## src/design/irq_route_params.svh

```systemverilog
`ifndef IRQ_ROUTE_PARAMS_SVH
`define IRQ_ROUTE_PARAMS_SVH

// vector number of slot 0 (first usb function line)
`define VEC_BASE        8'h0b
`define NUM_SLOTS       8
`define NUM_FLAGS       16
`define NUM_LVL_REGS    4
`define LVL_W           3
// level value that disables a request
`define LVL_OFF         3'h7
// slots that get a stop request when their service ends
`define STOP_CAP_MASK   8'hc0
// endpoints 1..5 usable: all in function mode, 1 and 2 in host mode
`define EP_ALL_MASK     5'h1f
`define EP_HOST_MASK    5'h03
// micro transfer channels 2..6 of the second line: only 2 and 3 in host mode
`define CHAN_ALL_MASK   5'h1f
`define CHAN_HOST_MASK  5'h03
`define SLOT_FN_EP0     3'h0
`define SLOT_FN_EPX     3'h1
`define SLOT_FN_BUS     3'h2
`define SLOT_FN_AUX     3'h3
`define SLOT_HOST_LINK  3'h4
`define SLOT_HOST_XFER  3'h5
// first of the two general slots, the stop-capable pair
`define SLOT_GEN_BASE   3'h6

`endif

```

## src/design/irq_route_pkg.sv

```systemverilog
package irq_route_pkg;

    typedef enum logic [1:0] {
        ST_IDLE    = 2'b01,
        ST_SERVICE = 2'b10
    } svc_state_e;

    typedef struct packed {
        logic       ep0_in;
        logic       ep0_out;
        logic [4:0] ep_data;
        logic       suspend_detect_event;
        logic       frame_start;
        logic       bus_reset_detect_event;
        logic       wakeup_event;
        logic       config_change_event;
        logic       function_aux_event;
    } usb_fn_evt_s;

    typedef struct packed {
        logic host_disconnect_event;
        logic host_connect_change_event;
        logic host_bus_reset_done_event;
        logic host_remote_wakeup_event;
        logic host_frame_start_event;
        logic host_transfer_done_event;
    } usb_host_evt_s;

    typedef struct packed {
        svc_state_e state;
        logic       irq_req;
        logic [2:0] irq_slot;
        logic [2:0] irq_level;
        logic [2:0] act_slot;
        logic       start_pulse;
        logic       stop_pulse;
    } ctrl_s;

    typedef struct packed {
        logic flag;
    } flag_cell_s;

endpackage : irq_route_pkg

```

## src/design/irq_route.sv

```systemverilog
// Contract
// among requests at the same level in the same cycle the lower vector number is granted.
// with the transfer service enabled on a shared level register, either source starts the service.
// while the transfer service runs, every request other than the starting one is masked.
// software should disable one of two requests sharing a level register when using the service.
// a source pair on one level register has its flag cleared by the service's clear strobe.
// the micro transfer clear strobe clears both flags of a shared vector; software polls the other.
// stop-capable sources get their flag cleared and also a stop request issued.
// conditionally available sources use the service only when their level-register partner is unused.
// function line 1 carries endpoint 0 in/out, line 2 carries endpoints 1-5.
// function line 3 merges suspend, frame start, bus reset, wakeup, config change; line 4 the aux event.
// host line 1 merges disconnect, connect change, reset done, remote wakeup; line 2 frame start and done.
// in host operation only micro transfer channels 2 and 3 of function line 2 are usable.
// in host operation only endpoints 1 and 2 remain usable.
// each request flag stays set until a clear strobe or software clears it.
`timescale 1ns/1ps
`include "irq_route_params.svh"
module irq_route
    import irq_route_pkg::*;
(
    input  wire logic                                      core_clk_i,
    input  wire logic                                      arst_n_i,
    input  wire usb_fn_evt_s                               fn_evt_i,
    input  wire usb_host_evt_s                             host_evt_i,
    input  wire logic                                      host_mode_i,
    input  wire logic [3:0]                                gen_evt_i,
    input  wire logic [`NUM_LVL_REGS-1:0][`LVL_W-1:0]      level_i,
    input  wire logic [`NUM_LVL_REGS-1:0]                  ats_en_i,
    input  wire logic [`NUM_FLAGS-1:0]                     req_en_i,
    input  wire logic [`NUM_FLAGS-1:0]                     sw_clr_i,
    input  wire logic [`NUM_SLOTS-1:0]                     dma_clr_i,
    input  wire logic                                      ats_clr_i,
    output logic                                           irq_req_o,
    output logic [7:0]                                     irq_vector_o,
    output logic [`LVL_W-1:0]                              irq_level_o,
    output logic                                           ats_start_o,
    output logic [7:0]                                     ats_vector_o,
    output logic                                           ats_busy_o,
    output logic                                           ats_stop_o,
    output logic [`NUM_FLAGS-1:0]                          flags_o,
    output logic [4:0]                                     ep_usable_o,
    output logic [4:0]                                     chan_usable_o
);
    ctrl_s                  st_r;
    ctrl_s                  st_nxt;
    logic [`NUM_FLAGS-1:0]  set_v;
    logic [`NUM_FLAGS-1:0]  clr_v;
    logic [`NUM_FLAGS-1:0]  flag_v;
    logic [`NUM_SLOTS-1:0]  slot_req;
    logic [4:0]             ep_mask;
    logic                   arb_vld;
    logic [2:0]             arb_slot;
    logic [`LVL_W-1:0]      arb_lvl;

    // ==========================================================
    // usb event grouping onto lines
    // ==========================================================
    assign ep_mask       = host_mode_i ? `EP_HOST_MASK : `EP_ALL_MASK;
    assign ep_usable_o   = ep_mask;
    assign chan_usable_o = host_mode_i ? `CHAN_HOST_MASK : `CHAN_ALL_MASK;

    always_comb begin
        set_v = '0;
        set_v[2*`SLOT_FN_EP0]    = fn_evt_i.ep0_in | fn_evt_i.ep0_out;
        set_v[2*`SLOT_FN_EPX]    = |(fn_evt_i.ep_data & ep_mask);
        set_v[2*`SLOT_FN_BUS]    = fn_evt_i.suspend_detect_event | fn_evt_i.frame_start
                                 | fn_evt_i.bus_reset_detect_event | fn_evt_i.wakeup_event
                                 | fn_evt_i.config_change_event;
        set_v[2*`SLOT_FN_AUX]    = fn_evt_i.function_aux_event;
        set_v[2*`SLOT_HOST_LINK] = host_evt_i.host_disconnect_event | host_evt_i.host_connect_change_event
                                 | host_evt_i.host_bus_reset_done_event
                                 | host_evt_i.host_remote_wakeup_event;
        set_v[2*`SLOT_HOST_XFER] = host_evt_i.host_frame_start_event
                                 | host_evt_i.host_transfer_done_event;
        set_v[`NUM_FLAGS-1:2*`SLOT_GEN_BASE] = gen_evt_i;
    end

    // ==========================================================
    // request flags
    // ==========================================================
    // every clear source ends up here; the cell lets a set win
    always_comb begin
        clr_v = sw_clr_i;
        for (int s = 0; s < `NUM_SLOTS; s++) begin
            if (dma_clr_i[s]) begin
                clr_v[2*s]   = 1'b1;
                clr_v[2*s+1] = 1'b1;
            end
        end
        if (st_r.state == ST_SERVICE && ats_clr_i) begin
            clr_v[{st_r.act_slot, 1'b0}] = 1'b1;
            clr_v[{st_r.act_slot, 1'b1}] = 1'b1;
        end
    end

    genvar g;
    generate
        for (g = 0; g < `NUM_FLAGS; g++) begin : gen_flag
            irq_flag_cell u_cell (
                .core_clk_i (core_clk_i),
                .arst_n_i   (arst_n_i),
                .set_i      (set_v[g]),
                .clr_i      (clr_v[g]),
                .flag_o     (flag_v[g])
            );
        end
    endgenerate

    assign flags_o = flag_v;

    // ==========================================================
    // arbitration
    // ==========================================================
    // a disabled source keeps its flag for polling but never requests
    always_comb begin
        for (int s = 0; s < `NUM_SLOTS; s++) begin
            slot_req[s] = (flag_v[2*s] & req_en_i[2*s]) | (flag_v[2*s+1] & req_en_i[2*s+1]);
        end
    end

    always_comb begin
        logic [`LVL_W-1:0] lv;
        lv       = '0;
        arb_vld  = 1'b0;
        arb_slot = '0;
        arb_lvl  = `LVL_OFF;
        for (int s = 0; s < `NUM_SLOTS; s++) begin
            lv = level_i[s/2];
            // strict compare keeps the lower vector on a tie
            if (slot_req[s] && lv != `LVL_OFF && (!arb_vld || lv < arb_lvl)) begin
                arb_vld  = 1'b1;
                arb_slot = 3'(s);
                arb_lvl  = lv;
            end
        end
    end

    // ==========================================================
    // service control
    // ==========================================================
    always_comb begin
        st_nxt             = st_r;
        st_nxt.start_pulse = 1'b0;
        st_nxt.stop_pulse  = 1'b0;
        unique case (st_r.state)
            ST_IDLE: begin
                st_nxt.irq_req   = arb_vld;
                st_nxt.irq_slot  = arb_slot;
                st_nxt.irq_level = arb_lvl;
                if (arb_vld && ats_en_i[arb_slot[2:1]]) begin
                    st_nxt.state       = ST_SERVICE;
                    st_nxt.act_slot    = arb_slot;
                    st_nxt.start_pulse = 1'b1;
                    st_nxt.irq_req     = 1'b0;
                end
            end
            ST_SERVICE: begin
                // all other requests wait until the service ends
                st_nxt.irq_req = 1'b0;
                if (ats_clr_i) begin
                    st_nxt.state      = ST_IDLE;
                    st_nxt.stop_pulse = 1'((`STOP_CAP_MASK >> st_r.act_slot) & 8'h01);
                end
            end
        endcase
    end

    always_ff @(posedge core_clk_i or negedge arst_n_i) begin
        if (!arst_n_i) begin
            st_r       <= '0;
            st_r.state <= ST_IDLE;
        end else begin
            st_r <= st_nxt;
        end
    end

    assign irq_req_o    = st_r.irq_req;
    assign irq_vector_o = `VEC_BASE + {5'h00, st_r.irq_slot};
    assign irq_level_o  = st_r.irq_level;
    assign ats_start_o  = st_r.start_pulse;
    assign ats_vector_o = `VEC_BASE + {5'h00, st_r.act_slot};
    assign ats_busy_o   = st_r.state == ST_SERVICE;
    assign ats_stop_o   = st_r.stop_pulse;

    // ==========================================================
    // checks
    // ==========================================================
    function automatic logic lower_tie(input logic [7:0] req, input logic [2:0] slot,
                                       input logic [`NUM_LVL_REGS-1:0][`LVL_W-1:0] lvl);
        logic hit;
        hit = 1'b0;
        for (int s = 0; s < `NUM_SLOTS; s++) begin
            if (3'(s) < slot && req[s] && lvl[s/2] == lvl[slot[2:1]]) begin
                hit = 1'b1;
            end
        end
        return hit;
    endfunction : lower_tie

    chk_tie_lower_vec: assert property (@(posedge core_clk_i) disable iff (!arst_n_i)
        $rose(irq_req_o) |-> !lower_tie($past(slot_req), irq_vector_o[2:0] - 3'h3, $past(level_i)))
        else $error("tie granted to higher vector");

    chk_service_start: assert property (@(posedge core_clk_i) disable iff (!arst_n_i)
        !ats_busy_o && arb_vld && ats_en_i[arb_slot[2:1]] |=> ats_start_o && ats_busy_o)
        else $error("service did not start on shared request");

    chk_service_mask: assert property (@(posedge core_clk_i) disable iff (!arst_n_i)
        ats_busy_o |-> !irq_req_o)
        else $error("request passed during service");

    chk_service_clear: assert property (@(posedge core_clk_i) disable iff (!arst_n_i)
        ats_busy_o && ats_clr_i && set_v[{st_r.act_slot, 1'b0}] == 1'b0 && set_v[{st_r.act_slot, 1'b1}] == 1'b0
        |=> !flag_v[{$past(st_r.act_slot), 1'b0}] && !flag_v[{$past(st_r.act_slot), 1'b1}] && !ats_busy_o)
        else $error("service clear left flag set");

    chk_dma_both: assert property (@(posedge core_clk_i) disable iff (!arst_n_i)
        dma_clr_i[`SLOT_GEN_BASE] && !set_v[12] && !set_v[13] |=> !flag_v[12] && !flag_v[13])
        else $error("dma clear missed a shared flag");

    chk_stop_issue: assert property (@(posedge core_clk_i) disable iff (!arst_n_i)
        ats_busy_o && ats_clr_i |=> ats_stop_o == $past(st_r.act_slot[2] & st_r.act_slot[1]))
        else $error("stop request wrong at service end");

    chk_fn_lines: assert property (@(posedge core_clk_i) disable iff (!arst_n_i)
        (!$past(fn_evt_i.ep0_out) || flag_v[0]) && (!$past(fn_evt_i.function_aux_event) || flag_v[6]))
        else $error("function event not routed");

    chk_host_lines: assert property (@(posedge core_clk_i) disable iff (!arst_n_i)
        (!$past(host_evt_i.host_remote_wakeup_event) || flag_v[8])
        && (!$past(host_evt_i.host_transfer_done_event) || flag_v[10]))
        else $error("host event not routed");

    chk_host_limits: assert property (@(posedge core_clk_i) disable iff (!arst_n_i)
        host_mode_i && fn_evt_i.ep_data[4:2] != 3'h0 && fn_evt_i.ep_data[1:0] == 2'h0 && !flag_v[2]
        |=> !flag_v[2] && chan_usable_o == `CHAN_HOST_MASK)
        else $error("host mode allowed extra endpoint or channel");
endmodule : irq_route

```

## src/design/irq_flag_cell.sv

```systemverilog
`timescale 1ns/1ps
module irq_flag_cell
    import irq_route_pkg::*;
(
    input  wire logic core_clk_i,
    input  wire logic arst_n_i,
    input  wire logic set_i,
    input  wire logic clr_i,
    output logic      flag_o
);
    flag_cell_s st_r;
    flag_cell_s st_nxt;

    // set wins over a clear in the same cycle so no event is lost
    always_comb begin
        st_nxt = st_r;
        if (set_i) begin
            st_nxt.flag = 1'b1;
        end else if (clr_i) begin
            st_nxt.flag = 1'b0;
        end
    end

    always_ff @(posedge core_clk_i or negedge arst_n_i) begin
        if (!arst_n_i) begin
            st_r <= '0;
        end else begin
            st_r <= st_nxt;
        end
    end

    assign flag_o = st_r.flag;

    chk_flag_holds: assert property (@(posedge core_clk_i) disable iff (!arst_n_i)
        flag_o && !clr_i |=> flag_o)
        else $error("request flag dropped without a clear");
endmodule : irq_flag_cell

```

## config.mk

```make
export PLATFORM = sky130hd
export DESIGN_NAME = irq_route
export DESIGN_NICKNAME = d
export VERILOG_FILES = /design/src/design/irq_route_pkg.sv /design/src/design/irq_route.sv /design/src/design/irq_flag_cell.sv
export VERILOG_INCLUDE_DIRS = /design/src /design/src/design
export SDC_FILE = /design/constraint.sdc
export NUM_CORES = 1
export LEC_CHECK = 0
export BUFFER_PORTS_ARGS = -buffer_cell sky130_fd_sc_hd__buf_4
export CAP_MARGIN = 10
export CELL_PAD_IN_SITES_DETAIL_PLACEMENT = 1
export CELL_PAD_IN_SITES_GLOBAL_PLACEMENT = 1
export CORE_MARGIN = 2
export CORE_UTILIZATION = 29
export CTS_CLUSTER_DIAMETER = 100
export DETAILED_ROUTE_END_ITERATION = 12
export PLACE_DENSITY_LB_ADDON = 0.08
export SYNTH_ARGS = -nofsm -noshare
export SYNTH_HDL_FRONTEND = slang
export SYNTH_SLANG_ARGS = --single-unit
```

## constraint.sdc

```tcl
create_clock -name core_clk_i -period 7.9 [get_ports core_clk_i]
set_clock_uncertainty 0.15 [all_clocks]
set_input_delay 1.58 -clock core_clk_i [delete_from_list [all_inputs] [get_ports core_clk_i]]
set_output_delay 1.58 -clock core_clk_i [all_outputs]
set_load 0.02 [all_outputs]
```

### Word-level counts from Yosys, hierarchy flattened

Index checks and enable logic that the tools add are counted.

* word-level logic and storage cells: 176
* bits in read-only memories: 0
* input bits: 83
* register bits: 24
* latch bits: 0
* output and inout bits: 49
* memories: 0
* bits in writable memories: 0

* add/subtract/negate cells: 2
* equality and inequality tests: 8
* muxes and demuxes: 66
* shifts and indexed selects: 1
* order comparisons: 12
* reduce and logical (&&, ||, !) cells: 46
* bitwise operators: 24
* multipliers: 0
* div/mod/pow operators: 0

Operators with widths (number)
* $mux 3: 15
* $mux 1: 36
* $lt 3x3->1: 7
* $reduce_bool 2->1: 10
* $logic_and 1x1->1: 19
* $mux 2: 9
* $mux 16: 1
* $or 16x15->16: 1
* $or 16x16->16: 1
* $ne 3x3->1 const B: 4
* $or 1x1->1: 11
* $add 4x3->5 const A: 2
* $and 1x1->1: 10
* $lt 4x5->1 const B: 2
* $ge 4x1->1 const B: 2
* $shr 8x3->1 const A: 1
* $logic_not 1->1: 7
* $logic_or 1x1->1: 7
* $demux 1 s3: 2
* $pmux 3 s2: 1
* $and 5x5->5: 1
* $mux 5: 1
* $reduce_or 5->1: 1
* $ne 2x2->1 const B: 2
* other kinds (5): 6

### Logic depth before layout (Yosys ltp)

* word-level depth: 36
* depth in mapped cells: 42
* depth with buffers taken out: 42

### Cells and area by module

Synthesis repeated with hierarchy kept, for this count alone.

* cells, all modules: 301
* area, all modules: 2622.5 µm²

By module, submodules not included
* irq_route: times used 1, area each 2042.0 µm², seq. area each 351.6 µm², cells each 253
* irq_flag_cell: times used 16, area each 36.3 µm², seq. area each 25.0 µm², cells each 3

### Least setup slack after synthesis

Ideal clock, no wire load.

* path kind: in2reg
* from: in req_en_i[2]
* to: reg st_r[2] in the netlist's numbering
* path buffers: 0
* data required time: 7.625 ns
* cell stages on the path: 42
* setup time: 0.125 ns
* setup slack: -1.753 ns
* arrival: 9.378 ns
* cells stage by stage: a22oi_1 > nor2_1 > ha_1 > a21o_1 > a31o_4 > a211oi_4 > nor3_1 > a21oi_1 > inv_1 > ha_1 > and2_1 > o311a_1 > o21ai_0 > nand2_1 > mux2_2 > inv_1 > ha_1 > o21ai_0 > [... 6 more ...] > nand2b_1 > a21oi_1 > a311oi_4 > mux2_2 > inv_1 > ha_1 > a21oi_1 > o21a_1 > o31ai_4 > mux2i_1 > ha_1 > a21oi_1 > a22oi_1 > nand2_1 > a31oi_4 > mux2i_4 > nor2_8 > mux2_4

* word-level cells in the longest chain between the ends: 32
* elaborated cells between the ends (all ways): 51
* classes of those cells: order compare (6); mux (22); bitwise (1); reduce/logical (22)

Ends and longest elaborated chain
* start, declared: RTL line irq_route.sv:29 `` input wire logic [`NUM_FLAGS-1:0] req_en_i, ``
* $and 1x1->1 (*): RTL line irq_route.sv:117 `slot_req[s] = (flag_v[2*s] & req_en_i[2*s]) | (flag_v[2*s+1] & req_en_i[2*s+1]);`
* $logic_and 1x1->1 (no source line) (*)
* $logic_and 1x1->1 (*): RTL line irq_route.sv:130 `` if (slot_req[s] && lv != `LVL_OFF && (!arb_vld || lv < arb_lvl)) begin ``
* $mux 3 or $mux 1 (tied branches): RTL line irq_route.sv:130
* $lt 3x3->1 or $logic_not 1->1 (tied branches): RTL line irq_route.sv:130
* $logic_or 1x1->1: RTL line irq_route.sv:130
* $logic_and 1x1->1: RTL line irq_route.sv:130
* $mux 3 or $mux 1 (tied branches): RTL line irq_route.sv:130
* [... 16 more ...]
* $lt 3x3->1 or $logic_not 1->1 (tied branches): RTL line irq_route.sv:130
* $logic_or 1x1->1: RTL line irq_route.sv:130
* $logic_and 1x1->1: RTL line irq_route.sv:130
* $mux 3: RTL line irq_route.sv:130
* $bmux 1 s2: RTL line irq_route.sv:150 `if (arb_vld && ats_en_i[arb_slot[2:1]]) begin`
* $mux 1 (implied by the code): RTL line irq_route.sv:150
* $logic_and 1x1->1: RTL line irq_route.sv:150
* $reduce_and 2->1 (no source line)
* end signal, assigned: RTL line irq_route.sv:173 `st_r <= st_nxt;`
* end, declared: RTL line irq_route.sv:44 `ctrl_s st_r;`

Every way passes the cells marked *; elsewhere a longest branch is shown, timed or not. The select of a mux whose other input is x is not followed.
A chain may end at the register's enable or synchronous reset.

### Final worst setup path

* from: in req_en_i[2]
* to: reg st_r[4] in the netlist's numbering

Same word-level chain as after synthesis.

==> metrics.yaml <==
timing:
  min_period_ns: 9.129
  period_share: 1.156
  layout_setup_ws_ns: -1.229
  relSlewSlack: 0.5436
  final_hold_viol_count: 0
  grt_setup_unrepaired: "yes"
  tns_ns: -14.14
  setup_viol: 13
  slew_violations: 0
  worst_pin_slew_ns: 0.6799
  timing.fmax_mhz: 109.5
placement:
  portBuffers: 103
  dpl.hpwl_mm: 6.507
  place_congestion: 0.8383
  dp_slack_ns: -1.799
outcome:
  status: "complete, but fails checks"
  failed_checks: "negative setup slack"
synthesis:
  seq_area_frac_synth: 0.2517
  yosysTopAreaCellShare: 0.2407
  syn_area_per_cell_um2: 8.791
  yosysUniqueCellTypes: 60
  syn_inst: 272
  synth_edf_count: 0
  synth_largest_area_cell: "dfrtp_1"
  synth_ff_type: "dfrtp_1"
  synthesis.area_um2: 2391
  synthArstFlopShare: 1.000
  synthTopCellsByArea: "dfrtp_1, buf_4, ha_1"
  yosysWarnings: 0
  ys_ff_latch: 24
cells_and_area:
  fin_util: 0.4665
  layout_common_cells: "buf_4, dfrtp_1, inv_1"
  fin_nets: 516
  final_common_cell: "buf_4"
  drive_above_1_share: 0.5457
  diodes: 0
  area_growth_pct: 57.88
clock_network:
  numCtsBuffers: 3
  cts_tree: "built"
  insertion_delay_ns: 0.27
  cts.sinks: 24
  cts.clk_slew.worst_paths_ns: 0.09
  clockBufferDepth: 2
  cts_root_buf: "clkbuf_8"
  htreeDepth: 1
global_route:
  grt_pass1_vias: 2508
  grt_use_total: 0.1708
  grt_max_degree: 25
  grt_pass1_wl_mm: 11.92
  grt-ovfl-total: 0
  grt_antenna_before_repair: 0
detailed_routing:
  drc: 0
  vias: 2472
  wl_per_cell_um: 14.66
  firstDrtPassIters: 4
  drt_iter0_markers: 57
  wirelength_mm: 7.637
  via_per_inst: 4.745
  antenna_left: 0
setup_path:
  crit_path_start_kind: "input pin"
  cp_num_buf_inv: 5
  reg2reg_slack_ns: -0.28
  crit_path_frequent_cell: "mux2_4"
  critPathLaunch: "req_en_i[2]"
  path_delay_family: "compound AO/OA/AOI/OAI gates"
  crit_arrival_ns: 9.14
  r2r_cells: 42
  path_max_fanout: 3
  max_stage_delay_ns: 0.35
  worstSetupEndpoint: "st_r[4]"
  path_class: "input pin to flop"
  cp.depth: 43
  rr_endpoint: "st_r[4]"
  cpMaxStageDelayCell: "mux2_4"
  crit_path_end_kind: "flop"
  required_ns: 7.91
  timing.rr.start: "gen_flag[2].u_cell.flag_o"
hold_path:
  min_path_type: "flop to flop"
floorplanning:
  start_util: 0.2955
  rows: 33
  ioPinCount: 132
  die-area_um2: 8987
  die_w_um: 94.80
  coreArea_um2: 8093
  die_y_um: 94.80
run:
  cap_violations: 0
power_and_ir_drop:
  powerDensity_nw_per_um2: 232.9
  ir_drop_uv: 95.15
  leakage_nw: 1.875
==> worst min path at each step <==
stage               slack, ns      startpoint  cells past startpoint             end
global route             0.39  irq_level_o[0]                      2  irq_level_o[0]
floorplan                0.30  irq_level_o[0]                      2  irq_level_o[0]
CTS                      0.36  irq_level_o[0]                      2  irq_level_o[0]
detailed placement       0.33  irq_level_o[0]                      2  irq_level_o[0]
finish                   0.35  irq_level_o[0]                      2  irq_level_o[0]
global placement         0.32  irq_level_o[0]                      2  irq_level_o[0]
==> metal layers <==
metal | GRT usage | share of wire | vias to the layer above
met5 | 0 | 0 | -
met4 | 0.04589 | 0.019 | 0
met3 | 0.03272 | 0.052 | 13
met2 | 0.3203 | 0.52 | 72
met1 | 0.1964 | 0.41 | 1167
li1 | - | - | 1220
==> worst reg2reg max path: cells and delay by family (launching register included) <==
| kind | cells | cell delay (ns) |
|---|---|---|
| mux | 6 | 1.60 |
| flops | 1 | 0.42 |
| fa+ha+maj | 6 | 1.55 |
| buf+inv | 4 | 0.34 |
| simple gates | 8 | 0.89 |
| compound gates | 18 | 3.14 |
==> synth_stat cells (2+ instances only) <==
cell type  number
nor2b_1         2
a21o_2          2
dfrtp_1        23
or3_1           2
nor3b_1         2
buf_4          34
mux2_4          3
a31oi_1         4
o21a_1          2
nand2b_1        6
o21ai_0        13
o311ai_0        3
or4_1           2
inv_1          24
a31o_2          6
o211ai_1        3
and2_1          2
nor4_1          5
mux2i_1         6
a22oi_1         5
a22o_2          2
a21oi_1        10
a31o_4          2
mux2_2          6
nand3_1        11
conb_1          2
nand2_1        21
nor3_1          6
a21o_1          2
a22o_1          3
ha_1           16
nor2_1         14
==> stage by stage <==
step | power (W) | cells | area, um^2 | hold slack, ns
final | 0.0008790 | 521 | 3775 | 0.3526
after global routing | 0.0009459 | 521 | 3775 | 0.3900
after floorplan | 0.0005297 | 286 | 2510 | 0.2998
after CTS | 0.0008768 | 517 | 3706 | 0.3571
after global placement | 0.0007254 | 501 | 3471 | 0.3202
after detailed placement | 0.0007357 | 501 | 3471 | 0.3343
==> power by group <==
| group | leakage, nW | internal [W] | switching [W] |
|---|---|---|---|
| Combinational | 1.57 | 0.000283 | 0.000290 |
| Clock | 0.0357 | 0.0000678 | 0.0000436 |
| Sequential | 0.270 | 0.000160 | 0.0000335 |
==> layout make-up <==
type | count | area [um^2]
clock buffer | 3 | 41.29
clock inverter | 1 | 30.03
multi-input combinational | 202 | 1653
inverter | 24 | 90.09
sequential | 24 | 601.8
fill | 1000 | 4318
timing repair buffer | 162 | 1227
tap | 105 | 131.4
==> flip-flops by register name (all words and copies together), names as in the netlist <==
name	cells
ats_stop_o	1
st_r	8
gen_flag.u_cell.flag_o	10
irq_req_o	1
ats_start_o	1
irq_level_o	3
==> cells by family after synthesis <==
| kind of cell | share of synthesized area |
|---|---|
| mux | 0.08163 |
| fa+ha+maj | 0.08372 |
| compound gates | 0.2360 |
| buf+inv | 0.1491 |
| flops | 0.2517 |
| simple gates | 0.1947 |
| other cells | 0.003141 |
==> repair_timing <==
action,4_1_cts,5_1_grt
buffers inserted,12,4
hold buffers,0,0
gates resized for setup,17,8
setup endpoints to repair,13,13
pin swaps,22,19
(Power assumes the default switching activity.)
